<file path="src/operand_address_generator_pkg.sv">
// shared constants and types for the operand address generator
package operand_address_generator_pkg;

    // ------------------------------------------------------------------
    // sizes and fixed values
    // ------------------------------------------------------------------
    localparam int ADDR_W = 16;
    localparam int GP_COUNT = 8;
    localparam int GP_IDX_W = 3;
    localparam logic [2:0] REGISTER_SEVEN = 3'h7;
    localparam logic [7:0] SHORT_ABS_HIGH = 8'hFF;
    localparam logic [7:0] MEM_IND_HIGH = 8'h00;
    localparam logic [15:0] STEP_ONE = 16'h0001;
    localparam logic [15:0] STEP_TWO = 16'h0002;
    localparam logic [15:0] ZERO_WORD = 16'h0000;
    localparam logic [15:0] RESET_WORD = 16'h0000;
    localparam logic [2:0] RESET_BIT_NUM = 3'h0;

    // ------------------------------------------------------------------
    // operation classes
    // ------------------------------------------------------------------
    typedef enum logic [4:0] {
        OP_BYTE_MOVE = 5'h00,
        OP_WORD_MOVE = 5'h01,
        OP_WORD_ADD = 5'h02,
        OP_WORD_SUBTRACT = 5'h03,
        OP_WORD_COMPARE = 5'h04,
        OP_STEP_ADD = 5'h05,
        OP_STEP_SUBTRACT = 5'h06,
        OP_UNSIGNED_MULTIPLY = 5'h07,
        OP_UNSIGNED_DIVIDE = 5'h08,
        OP_BYTE_ALU_IMM = 5'h09,
        OP_BYTE_ALU = 5'h0A,
        OP_BIT = 5'h0B,
        OP_BIT_REGPOS = 5'h0C,
        OP_BRANCH = 5'h0D,
        OP_JUMP = 5'h0E,
        OP_PUSH = 5'h0F,
        OP_POP = 5'h10
    } op_class_t;

    // ------------------------------------------------------------------
    // addressing modes
    // ------------------------------------------------------------------
    typedef enum logic [3:0] {
        MODE_REG = 4'h0,
        MODE_IND = 4'h1,
        MODE_DISP = 4'h2,
        MODE_POSTINC = 4'h3,
        MODE_PREDEC = 4'h4,
        MODE_ABS8 = 4'h5,
        MODE_ABS16 = 4'h6,
        MODE_IMM8 = 4'h7,
        MODE_IMM16 = 4'h8,
        MODE_PCREL = 4'h9,
        MODE_MEMIND = 4'hA
    } addr_mode_t;

    // ------------------------------------------------------------------
    // sequencer states
    // ------------------------------------------------------------------
    typedef enum logic [2:0] {
        ST_IDLE = 3'b001,
        ST_CALC = 3'b010,
        ST_INDIRECT = 3'b100
    } oag_state_t;

endpackage

</file>
<file path="src/gp_register_file.sv">
// general register file, two registered read ports, one byte-lane write
`timescale 1ns/100ps
`default_nettype none
module gp_register_file
    import operand_address_generator_pkg::*;
#(
    parameter int WIDTH = 16,
    parameter int DEPTH = 8,
    parameter int IDX_W = 3
) (
    // clock and reset
    input wire logic clk_sys,
    input wire logic rstn,
    // read ports
    input wire logic [IDX_W-1:0] rd_a_idx,
    output logic [WIDTH-1:0] rd_a_data,
    input wire logic [IDX_W-1:0] rd_b_idx,
    output logic [WIDTH-1:0] rd_b_data,
    // write port
    input wire logic wr_en,
    input wire logic [IDX_W-1:0] wr_idx,
    input wire logic [1:0] wr_be,
    input wire logic [WIDTH-1:0] wr_data
);

    initial begin
        if (WIDTH != 16 || DEPTH > (1 << IDX_W) || DEPTH < 8) begin
            $error("gp_register_file: unsupported geometry");
        end
    end

    logic [WIDTH-1:0] mem_reg [DEPTH];

    // ------------------------------------------------------------------
    // storage, not reset
    // ------------------------------------------------------------------
    always_ff @(posedge clk_sys) begin
        if (wr_en && wr_be[0]) begin
            mem_reg[wr_idx][7:0] <= wr_data[7:0];
        end
        if (wr_en && wr_be[1]) begin
            mem_reg[wr_idx][15:8] <= wr_data[15:8];
        end
    end

    // ------------------------------------------------------------------
    // registered reads
    // ------------------------------------------------------------------
    always_ff @(posedge clk_sys or negedge rstn) begin
        if (!rstn) begin
            rd_a_data <= RESET_WORD;
            rd_b_data <= RESET_WORD;
        end else begin
            rd_a_data <= mem_reg[rd_a_idx];
            rd_b_data <= mem_reg[rd_b_idx];
        end
    end

endmodule
`default_nettype wire

</file>
<file path="src/address_adder.sv">
// 16-bit address adder for displacement, step and relative forms
`timescale 1ns/100ps
`default_nettype none
module address_adder
    import operand_address_generator_pkg::*;
#(
    parameter int WIDTH = 16
) (
    // operands
    input wire logic [WIDTH-1:0] base,
    input wire logic [WIDTH-1:0] offset,
    // result
    output logic [WIDTH-1:0] sum
);

    initial begin
        if (WIDTH != ADDR_W) begin
            $error("address_adder: width must match address width");
        end
    end

    // wraps within the 64-kbyte space
    assign sum = base + offset;

endmodule
`default_nettype wire

</file>
<file path="src/operand_address_generator.sv">
// operand and branch-target address generation with register write-back
`timescale 1ns/100ps
`default_nettype none
// Behaviour
// - register-direct takes the selected register as byte or word operand.
// - only word move/add/sub/compare, step, multiply, divide, push and pop use word operands.
// - register-indirect uses the full 16-bit register as address.
// - displacement adds bytes three-four to register; moves only; word even.
// - post-increment accesses register address, then adds 1 byte, 2 word.
// - pre-decrement subtracts 1 or 2 first, uses and keeps result.
// - short absolute address has upper byte forced to all ones.
// - short absolute for byte move and bit ops; long for moves, jumps.
// - immediate byte from byte two; word from bytes three-four, word move.
// - step add and subtract supply implicit immediate one or two.
// - bit ops carry 3-bit bit number in byte two or four.
// - branches sign-extend byte-two displacement and add program counter.
// - memory-indirect zero-extends byte two, reads target word there.
// - odd branch target or word-move address accesses preceding even word.
// - arithmetic uses register direct; some byte ops also take immediates.
// - data transfers refuse relative and memory indirect; byte move also word immediate, word move short absolute and byte immediate.
// - bit ops use direct, indirect or short absolute; some take register position.
// - push is word store pre-decrement, pop word load post-increment.
// - register seven serves as the implicit stack pointer.
// - instruction fetch address always has its lowest bit cleared.
module operand_address_generator
    import operand_address_generator_pkg::*;
(
    // clock and reset
    input wire logic clk_sys,
    input wire logic rstn,
    // instruction from fetch path
    input wire logic instr_valid,
    input wire op_class_t instr_op,
    input wire addr_mode_t instr_mode,
    input wire logic [2:0] instr_reg_sel,
    input wire logic instr_reg_high,
    input wire logic [7:0] instr_byte2,
    input wire logic [15:0] instr_ext_word,
    input wire logic [15:0] program_counter,
    input wire logic instr_step_two,
    input wire logic bit_num_in_byte4,
    input wire logic bit_pos_from_reg,
    input wire logic [2:0] bit_reg_sel,
    input wire logic bit_reg_high,
    // core register write
    input wire logic core_wr_en,
    input wire logic [2:0] core_wr_idx,
    input wire logic [1:0] core_wr_be,
    input wire logic [15:0] core_wr_data,
    // data memory bus, pointer read
    output logic mem_req,
    output logic [15:0] mem_addr,
    input wire logic mem_ack,
    input wire logic [15:0] mem_rdata,
    // results
    output logic busy,
    output logic ea_valid,
    output logic [15:0] ea_addr,
    output logic ea_is_memory,
    output logic [15:0] operand_data,
    output logic operand_word,
    output logic [15:0] step_imm,
    output logic [2:0] bit_number,
    output logic mode_fault,
    output logic [15:0] fetch_addr
);

    oag_state_t state_reg, state_next;
    op_class_t op_reg;
    addr_mode_t mode_reg;
    logic [2:0] sel_reg;
    logic high_reg, step_two_reg, byte4_reg, regpos_reg, bit_high_reg;
    logic [7:0] byte2_reg;
    logic [15:0] ext_reg, pc_reg;
    logic [2:0] rd_a_idx, rd_b_idx, wr_idx;
    logic [15:0] rd_a_data, rd_b_data, wr_data;
    logic [1:0] wr_be;
    logic wr_en;
    logic [15:0] add_a, add_b, add_sum, step_amt, ea_comb, opnd_comb;
    logic [7:0] bitsrc_byte;
    addr_mode_t eff_mode;
    logic is_word, fault_comb, mem_mode, clear_lsb, wb_comb;
    logic [15:0] pcrel_exp;

    // ------------------------------------------------------------------
    // register file and adder
    // ------------------------------------------------------------------
    always_comb begin
        rd_a_idx = instr_reg_sel;
        if (instr_op == OP_PUSH || instr_op == OP_POP) begin
            rd_a_idx = REGISTER_SEVEN;
        end
        rd_b_idx = bit_reg_sel;
    end

    gp_register_file #(
        .WIDTH(ADDR_W),
        .DEPTH(GP_COUNT),
        .IDX_W(GP_IDX_W)
    ) u_regs (
        .clk_sys(clk_sys),
        .rstn(rstn),
        .rd_a_idx(rd_a_idx),
        .rd_a_data(rd_a_data),
        .rd_b_idx(rd_b_idx),
        .rd_b_data(rd_b_data),
        .wr_en(wr_en),
        .wr_idx(wr_idx),
        .wr_be(wr_be),
        .wr_data(wr_data)
    );

    address_adder #(
        .WIDTH(ADDR_W)
    ) u_adder (
        .base(add_a),
        .offset(add_b),
        .sum(add_sum)
    );

    // ------------------------------------------------------------------
    // decode of the latched instruction
    // ------------------------------------------------------------------
    always_comb begin
        eff_mode = mode_reg;
        if (op_reg == OP_PUSH) begin
            eff_mode = MODE_PREDEC;
        end else if (op_reg == OP_POP) begin
            eff_mode = MODE_POSTINC;
        end
        case (op_reg)
            OP_WORD_MOVE, OP_WORD_ADD, OP_WORD_SUBTRACT, OP_WORD_COMPARE,
            OP_STEP_ADD, OP_STEP_SUBTRACT, OP_UNSIGNED_MULTIPLY,
            OP_UNSIGNED_DIVIDE, OP_PUSH, OP_POP: is_word = 1'b1;
            default: is_word = 1'b0;
        endcase
        step_amt = is_word ? STEP_TWO : STEP_ONE;
    end

    always_comb begin
        fault_comb = 1'b1;
        case (eff_mode)
            MODE_REG: fault_comb = (op_reg == OP_BRANCH) ||
                (op_reg == OP_JUMP);
            MODE_IND: fault_comb = !(op_reg == OP_BYTE_MOVE ||
                op_reg == OP_WORD_MOVE || op_reg == OP_BIT ||
                op_reg == OP_BIT_REGPOS);
            MODE_DISP, MODE_POSTINC, MODE_PREDEC: fault_comb =
                !(op_reg == OP_BYTE_MOVE || op_reg == OP_WORD_MOVE ||
                op_reg == OP_PUSH || op_reg == OP_POP);
            MODE_ABS8: fault_comb = !(op_reg == OP_BYTE_MOVE ||
                op_reg == OP_BIT || op_reg == OP_BIT_REGPOS);
            MODE_ABS16: fault_comb = !(op_reg == OP_BYTE_MOVE ||
                op_reg == OP_WORD_MOVE || op_reg == OP_JUMP);
            MODE_IMM8: fault_comb = !(op_reg == OP_BYTE_MOVE ||
                op_reg == OP_BYTE_ALU_IMM);
            MODE_IMM16: fault_comb = (op_reg != OP_WORD_MOVE);
            MODE_PCREL: fault_comb = (op_reg != OP_BRANCH);
            MODE_MEMIND: fault_comb = (op_reg != OP_JUMP);
            default: fault_comb = 1'b1;
        endcase
    end

    // ------------------------------------------------------------------
    // effective address and operand forming
    // ------------------------------------------------------------------
    always_comb begin
        add_a = rd_a_data;
        add_b = ZERO_WORD;
        case (eff_mode)
            MODE_DISP: add_b = ext_reg;
            MODE_POSTINC: add_b = step_amt;
            MODE_PREDEC: add_b = ZERO_WORD - step_amt;
            MODE_PCREL: begin
                add_a = pc_reg;
                add_b = {{8{byte2_reg[7]}}, byte2_reg};
            end
            default: add_b = ZERO_WORD;
        endcase
    end

    always_comb begin
        ea_comb = ZERO_WORD;
        mem_mode = 1'b1;
        case (eff_mode)
            MODE_IND: ea_comb = rd_a_data;
            MODE_DISP: ea_comb = add_sum;
            MODE_POSTINC: ea_comb = rd_a_data;
            MODE_PREDEC: ea_comb = add_sum;
            MODE_ABS8: ea_comb = {SHORT_ABS_HIGH, byte2_reg};
            MODE_ABS16: ea_comb = ext_reg;
            MODE_PCREL: ea_comb = add_sum;
            MODE_MEMIND: ea_comb = {MEM_IND_HIGH, byte2_reg};
            default: mem_mode = 1'b0;
        endcase
        clear_lsb = (mem_mode && is_word) || eff_mode == MODE_PCREL ||
            eff_mode == MODE_MEMIND || op_reg == OP_JUMP;
        if (clear_lsb) begin
            ea_comb[0] = 1'b0;
        end
    end

    always_comb begin
        opnd_comb = ZERO_WORD;
        case (eff_mode)
            MODE_REG: begin
                if (is_word) begin
                    opnd_comb = rd_a_data;
                end else if (high_reg) begin
                    opnd_comb = {8'h00, rd_a_data[15:8]};
                end else begin
                    opnd_comb = {8'h00, rd_a_data[7:0]};
                end
            end
            MODE_IMM8: opnd_comb = {8'h00, byte2_reg};
            MODE_IMM16: opnd_comb = ext_reg;
            default: opnd_comb = ZERO_WORD;
        endcase
        bitsrc_byte = bit_num_sel_byte(byte4_reg, byte2_reg, ext_reg);
        if (regpos_reg && op_reg == OP_BIT_REGPOS) begin
            bitsrc_byte = bit_high_reg ? rd_b_data[15:8] : rd_b_data[7:0];
        end
    end

    function automatic logic [7:0] bit_num_sel_byte(input logic b4,
        input logic [7:0] b2, input logic [15:0] ext);
        bit_num_sel_byte = b4 ? ext[7:0] : b2;
    endfunction

    assign wb_comb = (state_reg == ST_CALC) && !fault_comb &&
        (eff_mode == MODE_POSTINC || eff_mode == MODE_PREDEC);

    // auto-step write-back wins the single write port over the core
    always_comb begin
        wr_en = core_wr_en;
        wr_idx = core_wr_idx;
        wr_be = core_wr_be;
        wr_data = core_wr_data;
        if (wb_comb) begin
            wr_en = 1'b1;
            wr_idx = (op_reg == OP_PUSH || op_reg == OP_POP) ?
                REGISTER_SEVEN : sel_reg;
            wr_be = 2'b11;
            wr_data = add_sum;
        end
    end

    // ------------------------------------------------------------------
    // sequencer
    // ------------------------------------------------------------------
    always_comb begin
        state_next = state_reg;
        case (state_reg)
            ST_IDLE: if (instr_valid) state_next = ST_CALC;
            ST_CALC: begin
                if (eff_mode == MODE_MEMIND && !fault_comb) begin
                    state_next = ST_INDIRECT;
                end else begin
                    state_next = ST_IDLE;
                end
            end
            ST_INDIRECT: if (mem_ack) state_next = ST_IDLE;
            default: state_next = ST_IDLE;
        endcase
    end

    always_ff @(posedge clk_sys or negedge rstn) begin
        if (!rstn) begin
            state_reg <= ST_IDLE;
        end else begin
            state_reg <= state_next;
        end
    end

    always_ff @(posedge clk_sys or negedge rstn) begin
        if (!rstn) begin
            op_reg <= OP_BYTE_MOVE;
            mode_reg <= MODE_REG;
            sel_reg <= 3'h0;
            high_reg <= 1'b0;
            byte2_reg <= 8'h00;
            ext_reg <= RESET_WORD;
            pc_reg <= RESET_WORD;
            step_two_reg <= 1'b0;
            byte4_reg <= 1'b0;
            regpos_reg <= 1'b0;
            bit_high_reg <= 1'b0;
        end else if (state_reg == ST_IDLE && instr_valid) begin
            op_reg <= instr_op;
            mode_reg <= instr_mode;
            sel_reg <= instr_reg_sel;
            high_reg <= instr_reg_high;
            byte2_reg <= instr_byte2;
            ext_reg <= instr_ext_word;
            pc_reg <= program_counter;
            step_two_reg <= instr_step_two;
            byte4_reg <= bit_num_in_byte4;
            regpos_reg <= bit_pos_from_reg;
            bit_high_reg <= bit_reg_high;
        end
    end

    always_ff @(posedge clk_sys or negedge rstn) begin
        if (!rstn) begin
            busy <= 1'b0;
        end else begin
            busy <= (state_next != ST_IDLE);
        end
    end

    // ------------------------------------------------------------------
    // result registers
    // ------------------------------------------------------------------
    always_ff @(posedge clk_sys or negedge rstn) begin
        if (!rstn) begin
            ea_valid <= 1'b0;
            ea_addr <= RESET_WORD;
            ea_is_memory <= 1'b0;
            operand_data <= RESET_WORD;
            operand_word <= 1'b0;
            step_imm <= RESET_WORD;
            bit_number <= RESET_BIT_NUM;
            mode_fault <= 1'b0;
        end else begin
            ea_valid <= 1'b0;
            if (state_reg == ST_CALC) begin
                ea_addr <= ea_comb;
                ea_is_memory <= mem_mode;
                operand_data <= opnd_comb;
                operand_word <= is_word;
                step_imm <= step_two_reg ? STEP_TWO : STEP_ONE;
                bit_number <= bitsrc_byte[2:0];
                mode_fault <= fault_comb;
                ea_valid <= !(eff_mode == MODE_MEMIND && !fault_comb);
            end else if (state_reg == ST_INDIRECT && mem_ack) begin
                ea_addr <= {mem_rdata[15:1], 1'b0};
                ea_valid <= 1'b1;
            end
        end
    end

    always_ff @(posedge clk_sys or negedge rstn) begin
        if (!rstn) begin
            mem_req <= 1'b0;
            mem_addr <= RESET_WORD;
        end else if (state_reg == ST_CALC && eff_mode == MODE_MEMIND &&
            !fault_comb) begin
            mem_req <= 1'b1;
            mem_addr <= ea_comb;
        end else if (state_reg == ST_INDIRECT && mem_ack) begin
            mem_req <= 1'b0;
        end
    end

    always_ff @(posedge clk_sys or negedge rstn) begin
        if (!rstn) begin
            fetch_addr <= RESET_WORD;
        end else begin
            fetch_addr <= {program_counter[15:1], 1'b0};
        end
    end

    // ------------------------------------------------------------------
    // checks
    // ------------------------------------------------------------------
    assign pcrel_exp = pc_reg + {{8{byte2_reg[7]}}, byte2_reg};
endmodule
`default_nettype wire

</file>
<file path="config.mk">
export PLATFORM = sky130hd
export DESIGN_NAME = operand_address_generator
export DESIGN_NICKNAME = d
export VERILOG_FILES = /design/src/operand_address_generator_pkg.sv /design/src/gp_register_file.sv /design/src/address_adder.sv /design/src/operand_address_generator.sv
export SDC_FILE = /design/constraint.sdc
export NUM_CORES = 1
export LEC_CHECK = 0
export ABC_AREA = 1
export BUFFER_PORTS_ARGS = -buffer_cell sky130_fd_sc_hd__buf_2
export CORE_MARGIN = 5
export CORE_UTILIZATION = 55
export CTS_BUF_LIST = sky130_fd_sc_hd__clkbuf_8
export CTS_CLUSTER_DIAMETER = 50
export DETAILED_ROUTE_END_ITERATION = 16
export HOLD_SLACK_MARGIN = 0.03
export PLACE_DENSITY = 0.82
export SETUP_SLACK_MARGIN = 0.1
export SLEW_MARGIN = 5
export SYNTH_ARGS = -nofsm -noshare
export SYNTH_HDL_FRONTEND = slang
export SYNTH_HIERARCHICAL = 1
export SYNTH_SLANG_ARGS = --single-unit
</file>
<file path="constraint.sdc">
create_clock -name clk_sys -period 4.7 [get_ports clk_sys]
set_clock_uncertainty 0.15 [all_clocks]
set_input_delay 0.47 -clock clk_sys [delete_from_list [all_inputs] [get_ports clk_sys]]
set_output_delay 0.47 -clock clk_sys [all_outputs]
set_load 0.01 [all_outputs]
</file>
# Yosys cells after proc, flatten, opt, wreduce, memory -nomap -nowiden
# Memories as Yosys holds them, arrays and structs flattened. A register that Yosys moved wholly into a read port is not among the register bits.
# Index checks and enable logic that the tools add are counted.
[word_totals]
latchBits = 0
rom_bits = 32
inputBits = 102
ram_bits = 128
n_memories = 2
reg_bits = 148
elab_cells = 135
[mem_list]
columns = ["name", "depth", "word_bits", "rd", "rd_clocked_by_memory_dff", "write_ports", "line_no", "text"]
rows = [
  ["u_regs.mem_reg", 8, 16, 2, 2, 1, "gp_register_file.sv:32", "logic [WIDTH-1:0] mem_reg [DEPTH];"],
  ["(no name shown)", 32, 1, 1, 0, 0, "operand_address_generator.sv:131", "case (op_reg)"],
]
[classes]
shifts = 0
n_reduce_logical = 44
order_cmp = 0
mux = 36
n_bitwise = 0
mul = 0
n_addsub = 2
div_mod_pow = 0
eq_ne = 27
[ops]
columns = ["op", "n"]
rows = [
  ["two-way mux 16 bit", 5],
  ["one-hot mux 16 bit (5 select lines)", 1],
  ["one-hot mux 16 bit (4 select lines)", 1],
  ["one-hot mux 16 bit (3 select lines)", 1],
  ["== test 5 x 4 -> 1 bit, second input constant", 7],
  ["two-way mux 3 bit", 9],
  ["adder 16 bit", 1],
  ["== test 4 x 3 -> 1 bit, second input constant", 4],
  ["logical OR 1 bit", 16],
  ["== test 4 bit, second input constant", 3],
  ["logical AND 1 bit", 11],
  ["two-way mux 1 bit", 11],
  ["== test 5 bit, second input constant", 2],
  ["!= test 5 x 4 -> 1 bit, second input constant", 2],
  ["logical NOT 1 bit", 9],
  ["one-hot mux 1 bit (9 select lines)", 1],
  ["one-hot mux 3 bit (3 select lines)", 1],
  ["== test 4 x 2 -> 1 bit, second input constant", 2],
  ["two-way mux 4 bit", 2],
  ["two-way mux 8 bit", 1],
  ["OR reduction 8 bit", 1],
  ["two-way mux 2 bit", 3],
  ["OR reduction 3 bit", 2],
  ["== test 5 x 1 -> 1 bit, second input constant", 1],
  ["other kinds (11)", 12],
]

# Logic depth before layout (Yosys ltp)
# Gate-level depths: netlist of run 1.
[depth]
depth_word = 13
ltp_mapped = 25

# Modules after synthesis
# Netlist of run 1, hierarchy kept.
[by_module_without_submodules]
columns = ["module", "instances", "area_each_um2", "seq_area_each_um2", "cells_per_inst"]
rows = [
  ["gp_register_file", 1, 7812.5, 4644.5, 913],
  ["operand_address_generator", 1, 7003.0, 3354.5, 910],
  ["address_adder", 1, 930.9, 0.0, 176],
]

# Least setup slack after synthesis of run 1
# OpenSTA, ideal clock, no wires.
[synth_timing]
path_kind = "register -> register"
from = "reg op_reg[1]"
to = "mem u_regs.mem_reg[0][8], data pin"
setup_slack_ns = 1.337
synth_period_minus_slack_ns = 3.363
stages_incl_launch_ff = 22
t_arrival_ns = 2.929
path_buffers = 1
setup_time_ns = 0.284
t_required_ns = 4.266
path_cell_list = "dfrtp_1 nor2_4 nand3_4 nand2_2 nand2_1 nand2_2 inv_2 nand2_4 nand2_1 clkbuf_1 nand2_1 o221ai_1 ha_1 fa_1 nand2_1 nand2_1 and2_4 nand2_1 nand2_1 xor2_1 nand3_1 nand2_1"
[synth_between]
word_cells_on_any_way = 53
classes_between = "2 x add/sub; 21 x eq/ne; 7 x mux; 22 x reduce/logical; 1 x memory"
[synth_lines]
columns = ["item", "line_no", "text"]
rows = [
  ["start, declared", "operand_address_generator.sv:69", "op_class_t op_reg;"],
  ["start signal, assigned", "operand_address_generator.sv:289", "op_reg <= instr_op;"],
  ["parallel branches: the longest is 4 deep, another holds subtractor 1 x 2 -> 3 bit", "--", ""],
  ["one-hot mux 16 bit (4 select lines) *", "operand_address_generator.sv:170", "case (eff_mode)"],
  ["via add_b[0]", "operand_address_generator.sv:79", "logic [15:0] add_a, add_b, add_sum, step_amt, ea_comb, opnd_comb;"],
  ["adder 16 bit *", "address_adder.sv:23", "assign sum = base + offset;"],
  ["via add_sum[8]", "operand_address_generator.sv:79", ""],
  ["two-way mux 16 bit *", "operand_address_generator.sv:239", "if (wb_comb) begin"],
  ["via wr_data[8]", "operand_address_generator.sv:76", "logic [15:0] rd_a_data, rd_b_data, wr_data;"],
  ["end, declared", "gp_register_file.sv:32", ""],
]
# Mark *: on every way through the listed nets, which the timed path passes.

# Worst setup path in the final report of run 1
[layout_timing]
from = "reg op_reg[1]"
to = "mem u_regs.mem_reg[4][2] (enable)"
[layout_between]
word_cells_on_any_way = 54
classes_between = "21 x eq/ne; 9 x mux; 24 x reduce/logical"
[layout_lines]
columns = ["item", "line_no", "text"]
rows = [
  ["== test 5 bit, or another cell as far along", "operand_address_generator.sv:128, operand_address_generator.sv:150, operand_address_generator.sv:241", ""],
  ["two-way mux 4 bit / logical OR 1 bit (equally long branches)", "--", ""],
  ["two-way mux 4 bit, or another cell as far along", "operand_address_generator.sv:126", "if (op_reg == OP_PUSH) begin"],
  ["== test 4 x 2 -> 1 bit, or another cell as far along", "operand_address_generator.sv:142, operand_address_generator.sv:231", ""],
  ["OR reduction 3 bit, or another cell as far along", "operand_address_generator.sv:142", "case (eff_mode)"],
  ["one-hot mux 1 bit (9 select lines)", "operand_address_generator.sv:142", ""],
  ["logical NOT 1 bit", "operand_address_generator.sv:230", "assign wb_comb = (state_reg == ST_CALC) && !fault_comb &&"],
  ["logical AND 1 bit (2 in series)", "operand_address_generator.sv:230", ""],
  ["two-way mux 3 bit *", "operand_address_generator.sv:239", ""],
  ["via wr_idx[0]", "operand_address_generator.sv:75", "logic [2:0] rd_a_idx, rd_b_idx, wr_idx;"],
]
# Mark *: on every way through the listed nets, which the timed path passes. The rest lies on a longest branch.

==> metrics.txt, run 1 <==
Hold Vio Cnt, Final 0; Area after DPL 15800 um2; core area 26730 um2; fin cells 2435; PwrDens 542.6 nW/um2; cell row count 60; Final nets 2175; Syn-to-layout area delta 18.29%; Vias/cell 5.491; ANT cells 0; via count 13370; status finished clean; max reg flops 128; setup violators final 0; Syn Area/Cell 8.141 um2; leakage 9.074 nW; dpl cells 2279; Data required, critical path 4.76 ns; Critical Path Source Type flop; CTS max path bufs 3; critical path endpoint category flop; Final Max Tran Viols 0; final WL 43.13 mm; Worst-Margin Slew 1.032 ns; CP peak stage delay 0.61 ns; Num Clock Sinks 284; CTS clk-pin slew, worst paths 0.07 ns; Highest Clock Rate 248.2 MHz; boundary pin count 191; smallest hold slack 0.04994 ns; most frequent CP cell nand2_1; clock tree from TritonCTS done; initial antenna violation count 1; WP buf/inv 3; die area 30310 um2; final setup TNS 0 ns; wire length of the first global-routing pass 68.54 mm; vias in the first global route 13060; Fillers 2056; Place WS 0.7305 ns; worst-case vdd ir drop 0.2441 mV; DR pass1 iterations 8; DRC 0; Syn Inst Count 1819; Final GP Congestion 0.9519; setup ws final 0.6705 ns; RSZ-0062 raised after global routing no; Internal 5.590 mW; Cell Chain, Critical Path nand2_1, inv_2, nand2_4, nand3_2, nor2_2, nand2_1, buf_4, nand2_1, nand2_1, nand2_1, nand2_2, a21oi_4, nand4_2, nand2_1, nand2_1, inv_1, nand3_1, nor2_1; TritonCTS buffer count 45; Tcrit/Tclk final 85.73%; CP Class flop to flop; initial core utilization 55.41%; largest net degree at the start of global routing 93; CP arrival 4.09 ns; critical path peak fanout 12; CTS Root Cell clkbuf_8; Post-CTS Resized 0; post-route ant nets 0; Switch Pwr 3.914 mW; sequential share of power 36.1%; fraction of layout cells with a size suffix above 1 15.85%; Hold WC Path Type primary input to flop; final core utilization 65.54%; clock share of power 24.4%; Largest delay share family, worst path simple AND/OR/NAND/NOR gates; Final Critical Period 4.029 ns; Tot GR Track Use 27.89%; Comb pwr share 39.6%; DP HPWL 28.68 mm; Max Cap Viol 0; Die Width 174.1 um; Vert. Die Dim 174.1 um; Starting DRT DRC Count 1313; sw frac 41.19%; Rel. slew slack 30.93%; CTS H-tree lvls 2; design area 17520 um2; Overflow after GRT 0; port bufs 174; Clock Latency Late Sink 0.59 ns; Post-Syn Area 14810 um2; yosys warns 6; drt wl/cell 17.71 um; Slowest-stage cell, CP nor2_1; Pwr Total 9.504 mW
power groups by stage:
| stage | Clock [mW] | Combinational [mW] | Sequential [mW] |
|---|---|---|---|
| floorplan | 0 | 2.50 | 3.42 |
| global placement | 0 | 3.51 | 3.44 |
| detailed placement | 0 | 3.59 | 3.45 |
| CTS | 2.34 | 3.66 | 3.41 |
| global route | 2.46 | 4.14 | 3.46 |
| finish | 2.32 | 3.76 | 3.43 |
worst register-to-register path: stages (launching register included):
cell and delay, ns:
dfrtp_1 0.44, nand2_1 0.13, inv_2 0.08, nand2_4 0.14, nand3_2 0.13, nor2_2 0.24
nand2_1 0.11, buf_4 0.19, nand2_1 0.09, nand2_1 0.06, nand2_1 0.07, nand2_2 0.07
a21oi_4 0.19, nand4_2 0.35, nand2_1 0.17, nand2_1 0.14, inv_1 0.17, nand3_1 0.14
nor2_1 0.61
path summary, 6_finish.rpt:
check	from	endpoint	slack, ns	depth (start not counted)
max	op_reg[1]$_DFFE_PN0P_	u_regs/mem_reg[4][2]$_DFFE_PP_	0.67	18
min	instr_op[2]	op_reg[2]$_DFFE_PN0P_	0.05	3
max reg2reg	op_reg[1]$_DFFE_PN0P_	u_regs/mem_reg[4][2]$_DFFE_PP_	0.67	18
min reg2reg	operand_data[14]$_DFFE_PN0P_	operand_data[14]$_DFFE_PN0P_	0.33	2
max in group asynchronous	rstn	u_regs/rd_a_data[7]$_DFF_PN0_	2.99	3
min in group asynchronous	rstn	fetch_addr[13]$_DFF_PN0_	0.41	2
cells in the final DEF, fill, tap and decap left out, types with 16 or more instances in the layout:
cell and count:
o211ai_1 23, nand2_1 710, inv_1 265, buf_4 31
edfxtp_1 128, clkbuf_8 48, dlygate4sd3_1 72, a21oi_1 16
nor2_1 55, dfrtp_1 155, nand3_1 174, buf_2 173
nand2_2 16, o21ai_0 65
repair_timing:
item | in CTS | in global routing
buffers inserted | 0 | 0
setup endpoints to repair | 0 | 0
hold endpoints to repair | 175 | 0
hold buffers | 72 | 0
cell type report:
| type | count | area (um2) | area share (%) |
|---|---|---|---|
| clock buffer | 48 | 660.6 | 3.771 |
| timing repair buffer | 278 | 1851 | 10.56 |
| inverter | 264 | 993.5 | 5.671 |
| clock inverter | 36 | 337.8 | 1.929 |
| sequential | 284 | 7749 | 44.24 |
| multi-input combinational | 1184 | 5499 | 31.39 |
| tap | 341 | 426.7 | 2.436 |
routing by layer:
| metal | up-vias | wire length, um | global-route usage [%] |
|---|---|---|---|
| met5 | - | 13 | 0 |
| met4 | 2 | 1814 | 11.15 |
| met3 | 120 | 4190 | 5.829 |
| met2 | 815 | 20800 | 47.89 |
| met1 | 6243 | 16320 | 34.63 |
| li1 | 6190 | - | - |
No activity file was read; power rests on OpenSTA's default activity.
==> run 2: changes to the inputs <==
--- a/config.mk
+++ b/config.mk
@@ -5,7 +5,6 @@
 export SDC_FILE = /design/constraint.sdc
 export NUM_CORES = 1
 export LEC_CHECK = 0
-export ABC_AREA = 1
 export BUFFER_PORTS_ARGS = -buffer_cell sky130_fd_sc_hd__buf_2
 export CORE_MARGIN = 5
 export CORE_UTILIZATION = 55
@@ -13,7 +12,7 @@
 export CTS_CLUSTER_DIAMETER = 50
 export DETAILED_ROUTE_END_ITERATION = 16
 export HOLD_SLACK_MARGIN = 0.03
-export PLACE_DENSITY = 0.82
+export PLACE_DENSITY = 0.83
 export SETUP_SLACK_MARGIN = 0.1
 export SLEW_MARGIN = 5
 export SYNTH_ARGS = -nofsm -noshare
==> metrics.txt, run 2 <==
status finished clean; Hold Vio Cnt, Final 0 (unchanged); Syn Area/Cell 13.90 um2 (+71%); CP Class flop to flop; most frequent cells in the layout buf_2, dfrtp_1, edfxtp_1; PwrDens 442.1 nW/um2 (-19%); Num Clock Sinks 284 (unchanged); Final Critical Period 4.401 ns (+0.3718 ns); post-route ant nets 0 (unchanged); CTS max path bufs 3 (unchanged); initial core utilization 56.12% (+0.71 points); RSZ-0062 raised after global routing no; CTS H-tree lvls 2 (unchanged); Syn Inst Count 985 (-46%); vias in the first global route 10130 (-22%); Data required, critical path 4.85 ns (+0.09 ns); largest net degree at the start of global routing 90 (-3.2%); wire length of the first global-routing pass 58.65 mm (-14%); Vias/cell 6.153 (+12%); Hold WC Path Type primary input to flop; CTS clk-pin slew, worst paths 0.06 ns (about the same); most common cell after layout, fill and taps aside buf_2; Final nets 1377 (-37%); DRC 0 (unchanged); DP HPWL 25.05 mm (-13%); port bufs 174 (unchanged); Final Max Tran Viols 0 (unchanged); Starting DRT DRC Count 1100 (-16%); Rel. slew slack 15.35% (-16 points); die area 28140 um2 (-7.1%); leakage 6.871 nW (-24%); final WL 38.13 mm (-12%); clock tree from TritonCTS done; Syn-to-layout area delta 21.72%; core area 24390 um2 (-8.7%); Clock Latency Late Sink 0.56 ns (-0.03 ns); DR pass1 iterations 7 (-1); Overflow after GRT 0 (unchanged); Pwr Total 7.365 mW (-23%); boundary pin count 191 (unchanged); drt wl/cell 23.52 um (+33%); via count 9974 (-25%); fraction of layout cells with a size suffix above 1 34.83% (+19 points); Tcrit/Tclk final 93.64% (+7.9 points); setup violators final 0 (unchanged); CP arrival 4.55 ns (+0.46 ns); yosys warns 6 (unchanged); Critical Path Source Type flop; Worst-Margin Slew 1.256 ns (+0.2237 ns); initial antenna violation count 3 (+2); Vert. Die Dim 167.8 um (-3.6%); worst-case vdd ir drop 0.2037 mV (-17%); critical path endpoint category flop; Max Cap Viol 0 (unchanged); CTS Root Cell clkbuf_8; TritonCTS buffer count 45 (unchanged); cell row count 57 (-5.0%); Final GP Congestion 0.8962 (-5.9%); Post-Syn Area 13690 um2 (-7.6%); Highest Clock Rate 227.2 MHz (-8.4%); max reg flops 128 (unchanged); Tot GR Track Use 26.61% (-1.3 points); critical path peak fanout 23 (+11); final setup TNS 0 ns (unchanged); Die Width 167.8 um (-3.6%)
==> run 2: cell count changes in the layout (fill, tap and decap cells not counted), moves of 16 or more <==
cell	change
a21oi_1	+21
a22oi_1	+18
inv_1	-244
mux2_2	+116
mux4_1	+38
nand2_1	-637
nand2_2	-16
nand3_1	-164
nor2_1	-32
o211ai_1	-17
==> run 2: power by group <==
| part | leakage, nW | internal [mW] | switching (mW) |
|---|---|---|---|
| sequential | 3.08 | 2.87 | 0.248 |
| combinational | 3.29 | 0.876 | 1.22 |
| clock | 0.498 | 1.15 | 0.999 |
==> run 2: stage by stage <==
stage	setup WS, ns	hold WS [ns]	instances	utilization, %	area, um2
2_1_floorplan	0.4134	0.02441	999	-	13740
3_3_place_gp	0.3285	0.3062	1465	61.33	14960
3_5_place_dp	0.2814	0.3104	1465	61.33	14960
4_1_cts	0.2810	0.09436	1619	68.07	16600
5_1_grt	0.1397	0.1119	1620	68.30	16660
6_report	0.2987	0.1185	1621	68.31	16660
==> run 2: repair_timing <==
action | CTS | global route
hold endpoints to repair | 150 | 0
endpoints found under the setup margin | 0 | 61
hold buffers | 71 | 0
setup buffers | 0 | 0
gates resized for setup | 0 | 10
==> run 2: worst max-delay path, cell delays in order (launching register included) <==
cell and delay [ns]:
dfrtp_1 0.51, nand2b_1 0.28, nor4_4 0.51, buf_12 0.24, mux2_2 0.38, fa_1 0.45, a21o_4 0.26, a311oi_4 0.34
nor3_1 0.13, o41ai_2 0.40, xnor2_2 0.16, mux2_4 0.33
==> run 2: cell type report <==
class,count,area (um2)
multi-input combinational,622,5553
clock buffer,53,729.5
tap,324,405.4
inverter,16,60.06
sequential,284,7751
fill,1586,7730
clock inverter,30,202.7
timing repair buffer,290,1954
antenna,2,5.005
==> run 2: layer usage <==
layer,routed length [um],up-vias,global-route usage (%)
li1,-,4358,-
met1,14800,4955,35.02
met2,19130,563,45.46
met3,3001,96,4.903
met4,1187,2,7.939
met5,13,-,0
==> run 2: worst paths after layout <==
| kind | cells past startpoint | to | startpoint | slack, ns |
|---|---|---|---|---|
| setup / recovery | 11 | u_regs/mem_reg[7][12]$_DFFE_PP_ | mode_reg[1]$_DFFE_PN0P_ | 0.30 |
| hold / removal | 3 | state_reg[2]$_DFF_PN0_ | mem_ack | 0.12 |
| setup reg to reg | 11 | u_regs/mem_reg[7][12]$_DFFE_PP_ | mode_reg[1]$_DFFE_PN0P_ | 0.30 |
| hold reg to reg | 2 | step_imm[1]$_DFFE_PN0P_ | step_imm[1]$_DFFE_PN0P_ | 0.32 |
| max in group asynchronous | 3 | pc_reg[15]$_DFFE_PN0P_ | rstn | 3.21 |
| min in group asynchronous | 2 | fetch_addr[4]$_DFF_PN0_ | rstn | 0.31 |
==> run 3: changes to the inputs <==
--- a/config.mk
+++ b/config.mk
@@ -12,7 +12,8 @@
 export CTS_CLUSTER_DIAMETER = 50
 export DETAILED_ROUTE_END_ITERATION = 16
 export HOLD_SLACK_MARGIN = 0.03
-export PLACE_DENSITY = 0.83
+export PLACE_DENSITY = 0.87
+export RECOVER_POWER = 25
 export SETUP_SLACK_MARGIN = 0.1
 export SLEW_MARGIN = 5
 export SYNTH_ARGS = -nofsm -noshare
==> metrics.txt, run 3 (same netlist as run 2, synthesis figures left out) <==
Cell Chain, Critical Path or4_4, nor2_4, buf_4, nor4_2, a22oi_1, o21ai_0, ha_1, fa_1, a21o_4, a311oi_2, o21ai_1, a311oi_1, nor3_1, mux2_2; critical path peak fanout 11 (-52%); WP buf/inv 1 (unchanged); Tcrit/Tclk final 94.01% (+0.36 points); WL met1 14.07 mm (-4.9%); Syn-to-layout area delta 19.40%; leakage 6.516 nW (-5.2%); Final nets 1376 (-0.073%); boundary pin count 191 (unchanged); initial antenna violation count 2 (-1); worst-case vdd ir drop 0.1886 mV (-7.4%); RSZ-0062 raised after global routing no; die area 28140 um2 (unchanged); Comb pwr share 28.7% (+0.2 points); sw frac 33.74% (+0.25 points); Final Max Tran Viols 101 (+101); flop-to-flop setup slack 0.28 ns (-0.02 ns); most common cell after layout, fill and taps aside dfrtp_1; Slowest-stage cell, CP or4_4; Top Metal Used met5; Worst-Margin Slew 3.168 ns (+1.912 ns); Pwr Total 7.048 mW (-4.3%); Die Width 167.8 um (unchanged); Met3 Wirelength 3.377 mm (+13%); wire length of the first global-routing pass 56.79 mm (-3.2%); most frequent cells in the layout dfrtp_1, edfxtp_1, mux2_2; crit path launch op_reg[1]$_DFFE_PN0P_; max reg flops 128 (unchanged); final setup TNS 0 ns (unchanged); met2 wire length 18.42 mm (-3.7%); Overflow after GRT 0 (unchanged); FF-to-FF path depth 14 (+3); Vert. Die Dim 167.8 um (unchanged); RR Startpoint op_reg[1]$_DFFE_PN0P_; final WL 37.14 mm (-2.6%); CTS Root Cell clkbuf_8; fraction of layout cells with a size suffix above 1 27.58% (-7.2 points); Hold WC Path Type primary input to flop; clock share of power 27.1% (-2.1 points); hold endpoint state_reg[2]$_DFF_PN0_; Rel. slew slack -111.2% (-130 points); drt wl/cell 23.04 um (-2.0%); CP arrival 4.54 ns (about the same); initial core utilization 56.12% (unchanged); Hold Crit Depth 3 (unchanged); Largest delay share family, worst path compound AO/OA/AOI/OAI gates; Max Cap Viol 2 (+2); Fillers 1699 (+7.1%); via count 9927 (-0.47%); Switch Pwr 2.378 mW (-3.6%); clock tree from TritonCTS done; status finished, violations left; sequential share of power 44.2% (+1.9 points); Reg-to-Reg End u_regs/mem_reg[3][10]$_DFFE_PP_; cell row count 57 (unchanged); DP HPWL 25.03 mm (about the same); violated checks capacitance limit, slew limit; Vias/cell 6.158 (about the same); Hold Crit Start mem_ack; Internal 4.670 mW (-4.7%); vias in the first global route 10080 (-0.50%); Tot GR Track Use 25.78% (-0.83 points); Critical Path Source Type flop; core area 24390 um2 (unchanged); CP peak stage delay 0.57 ns (+0.06 ns); Num Clock Sinks 284 (unchanged); Final Critical Period 4.418 ns (+0.01707 ns); Starting DRT DRC Count 1140 (+3.6%); critical path endpoint category flop; Clock Latency Late Sink 0.56 ns (about the same); TritonCTS buffer count 43 (-4.4%); CTS clk-pin slew, worst paths 0.06 ns (about the same); port bufs 174 (unchanged); setup violators final 0 (unchanged); largest net degree at the start of global routing 72 (-20%); DR pass1 iterations 6 (-1); DRC 0 (unchanged); Hold Vio Cnt, Final 0 (unchanged); CTS max path bufs 3 (unchanged); Highest Clock Rate 226.3 MHz (-0.39%); Final GP Congestion 0.9040 (+0.87%); CTS H-tree lvls 2 (unchanged); PwrDens 431.2 nW/um2 (-2.5%); post-route ant nets 0 (unchanged); Data required, critical path 4.82 ns (-0.03 ns); CP Class flop to flop
## run 3: changes by cell type in the layout (fill, tap and decap cells not counted), moves of 2 or more
cell        delta
buf_6          -2
buf_2         -82
clkinv_1       -4
buf_4          +4
clkinv_2       +2
clkinvlp_4     -3
clkbuf_8       -7
inv_1          +4
clkbuf_1      +81
buf_12         -2
## run 3: worst max-delay path by stage
| stage | end | slack [ns] | cells after the start |
|---|---|---|---|
| finish | u_regs/mem_reg[3][10]$_DFFE_PP_ | 0.28 | 14 |
| global route | u_regs/mem_reg[1][10]$_DFFE_PP_ | 0.1 | 13 |
| CTS | u_regs/mem_reg[6][12]$_DFFE_PP_ | 0.23 | 13 |
| detailed placement | u_regs/mem_reg[0][12]$_DFFE_PP_ | 0.25 | 13 |
| global placement | u_regs/mem_reg[0][12]$_DFFE_PP_ | 0.30 | 13 |
| floorplan | u_regs/mem_reg[0][10]$_DFFE_PP_ | 0.41 | 16 |
## run 3: power by group through the flow
stage	registers, mW	clock network [mW]	logic (mW)
after CTS	3.09	1.94	1.99
after detailed placement	3.14	0	1.93
after global routing	3.13	2.07	2.17
after global placement	3.13	0	1.89
final	3.12	1.91	2.02
after floorplan	3.10	0	1.28
## run 3: layer usage
metal  GRT usage [%]  vias up
li1                -     4348
met3           5.752       93
met2           43.22      553
met5               0        -
met4           9.845        2
met1           33.02     4931
## run 3: worst register-to-register path: stages (launching register included)
cell	delay, ns
dfrtp_2	0.47
or4_4	0.57
nor2_4	0.13
buf_4	0.21
nor4_2	0.10
a22oi_1	0.15
o21ai_0	0.11
ha_1	0.23
fa_1	0.42
a21o_4	0.25
a311oi_2	0.33
o21ai_1	0.15
a311oi_1	0.32
nor3_1	0.16
mux2_2	0.38
## run 3: final cells by class
cell class | instances | area [um2] | share of cell area, %
Antenna cell | 1 | 2.502 | 0.01531
Clock buffer | 46 | 633.1 | 3.874
Clock inverter | 28 | 160.2 | 0.9799
Inverter | 16 | 60.06 | 0.3675
Multi-Input combinational cell | 622 | 5502 | 33.66
Sequential cell | 284 | 7750 | 47.42
Tap cell | 324 | 405.4 | 2.480
Timing Repair Buffer | 291 | 1831 | 11.20
## run 3: repair_timing
action                                  in CTS  in global routing
hold buffers                                71                  0
endpoints found under the setup margin       0                 25
setup buffers                                0                  1
gates resized for setup                      0                  2
hold endpoints to repair                   151                  0
## run 3: per-stage QoR
stage	instance area [um2]	hold WS (ns)	setup slack, ns	utilization [%]	cells
after global placement	14930	0.3058	0.3020	61.23	1465
after detailed placement	14930	0.3096	0.2534	61.23	1465
after floorplan	13740	0.02441	0.4134	-	999
after global routing	16340	0.1064	0.09834	67.00	1611
final	16340	0.09753	0.2816	67.01	1612
after CTS	16440	0.06842	0.2258	67.40	1610
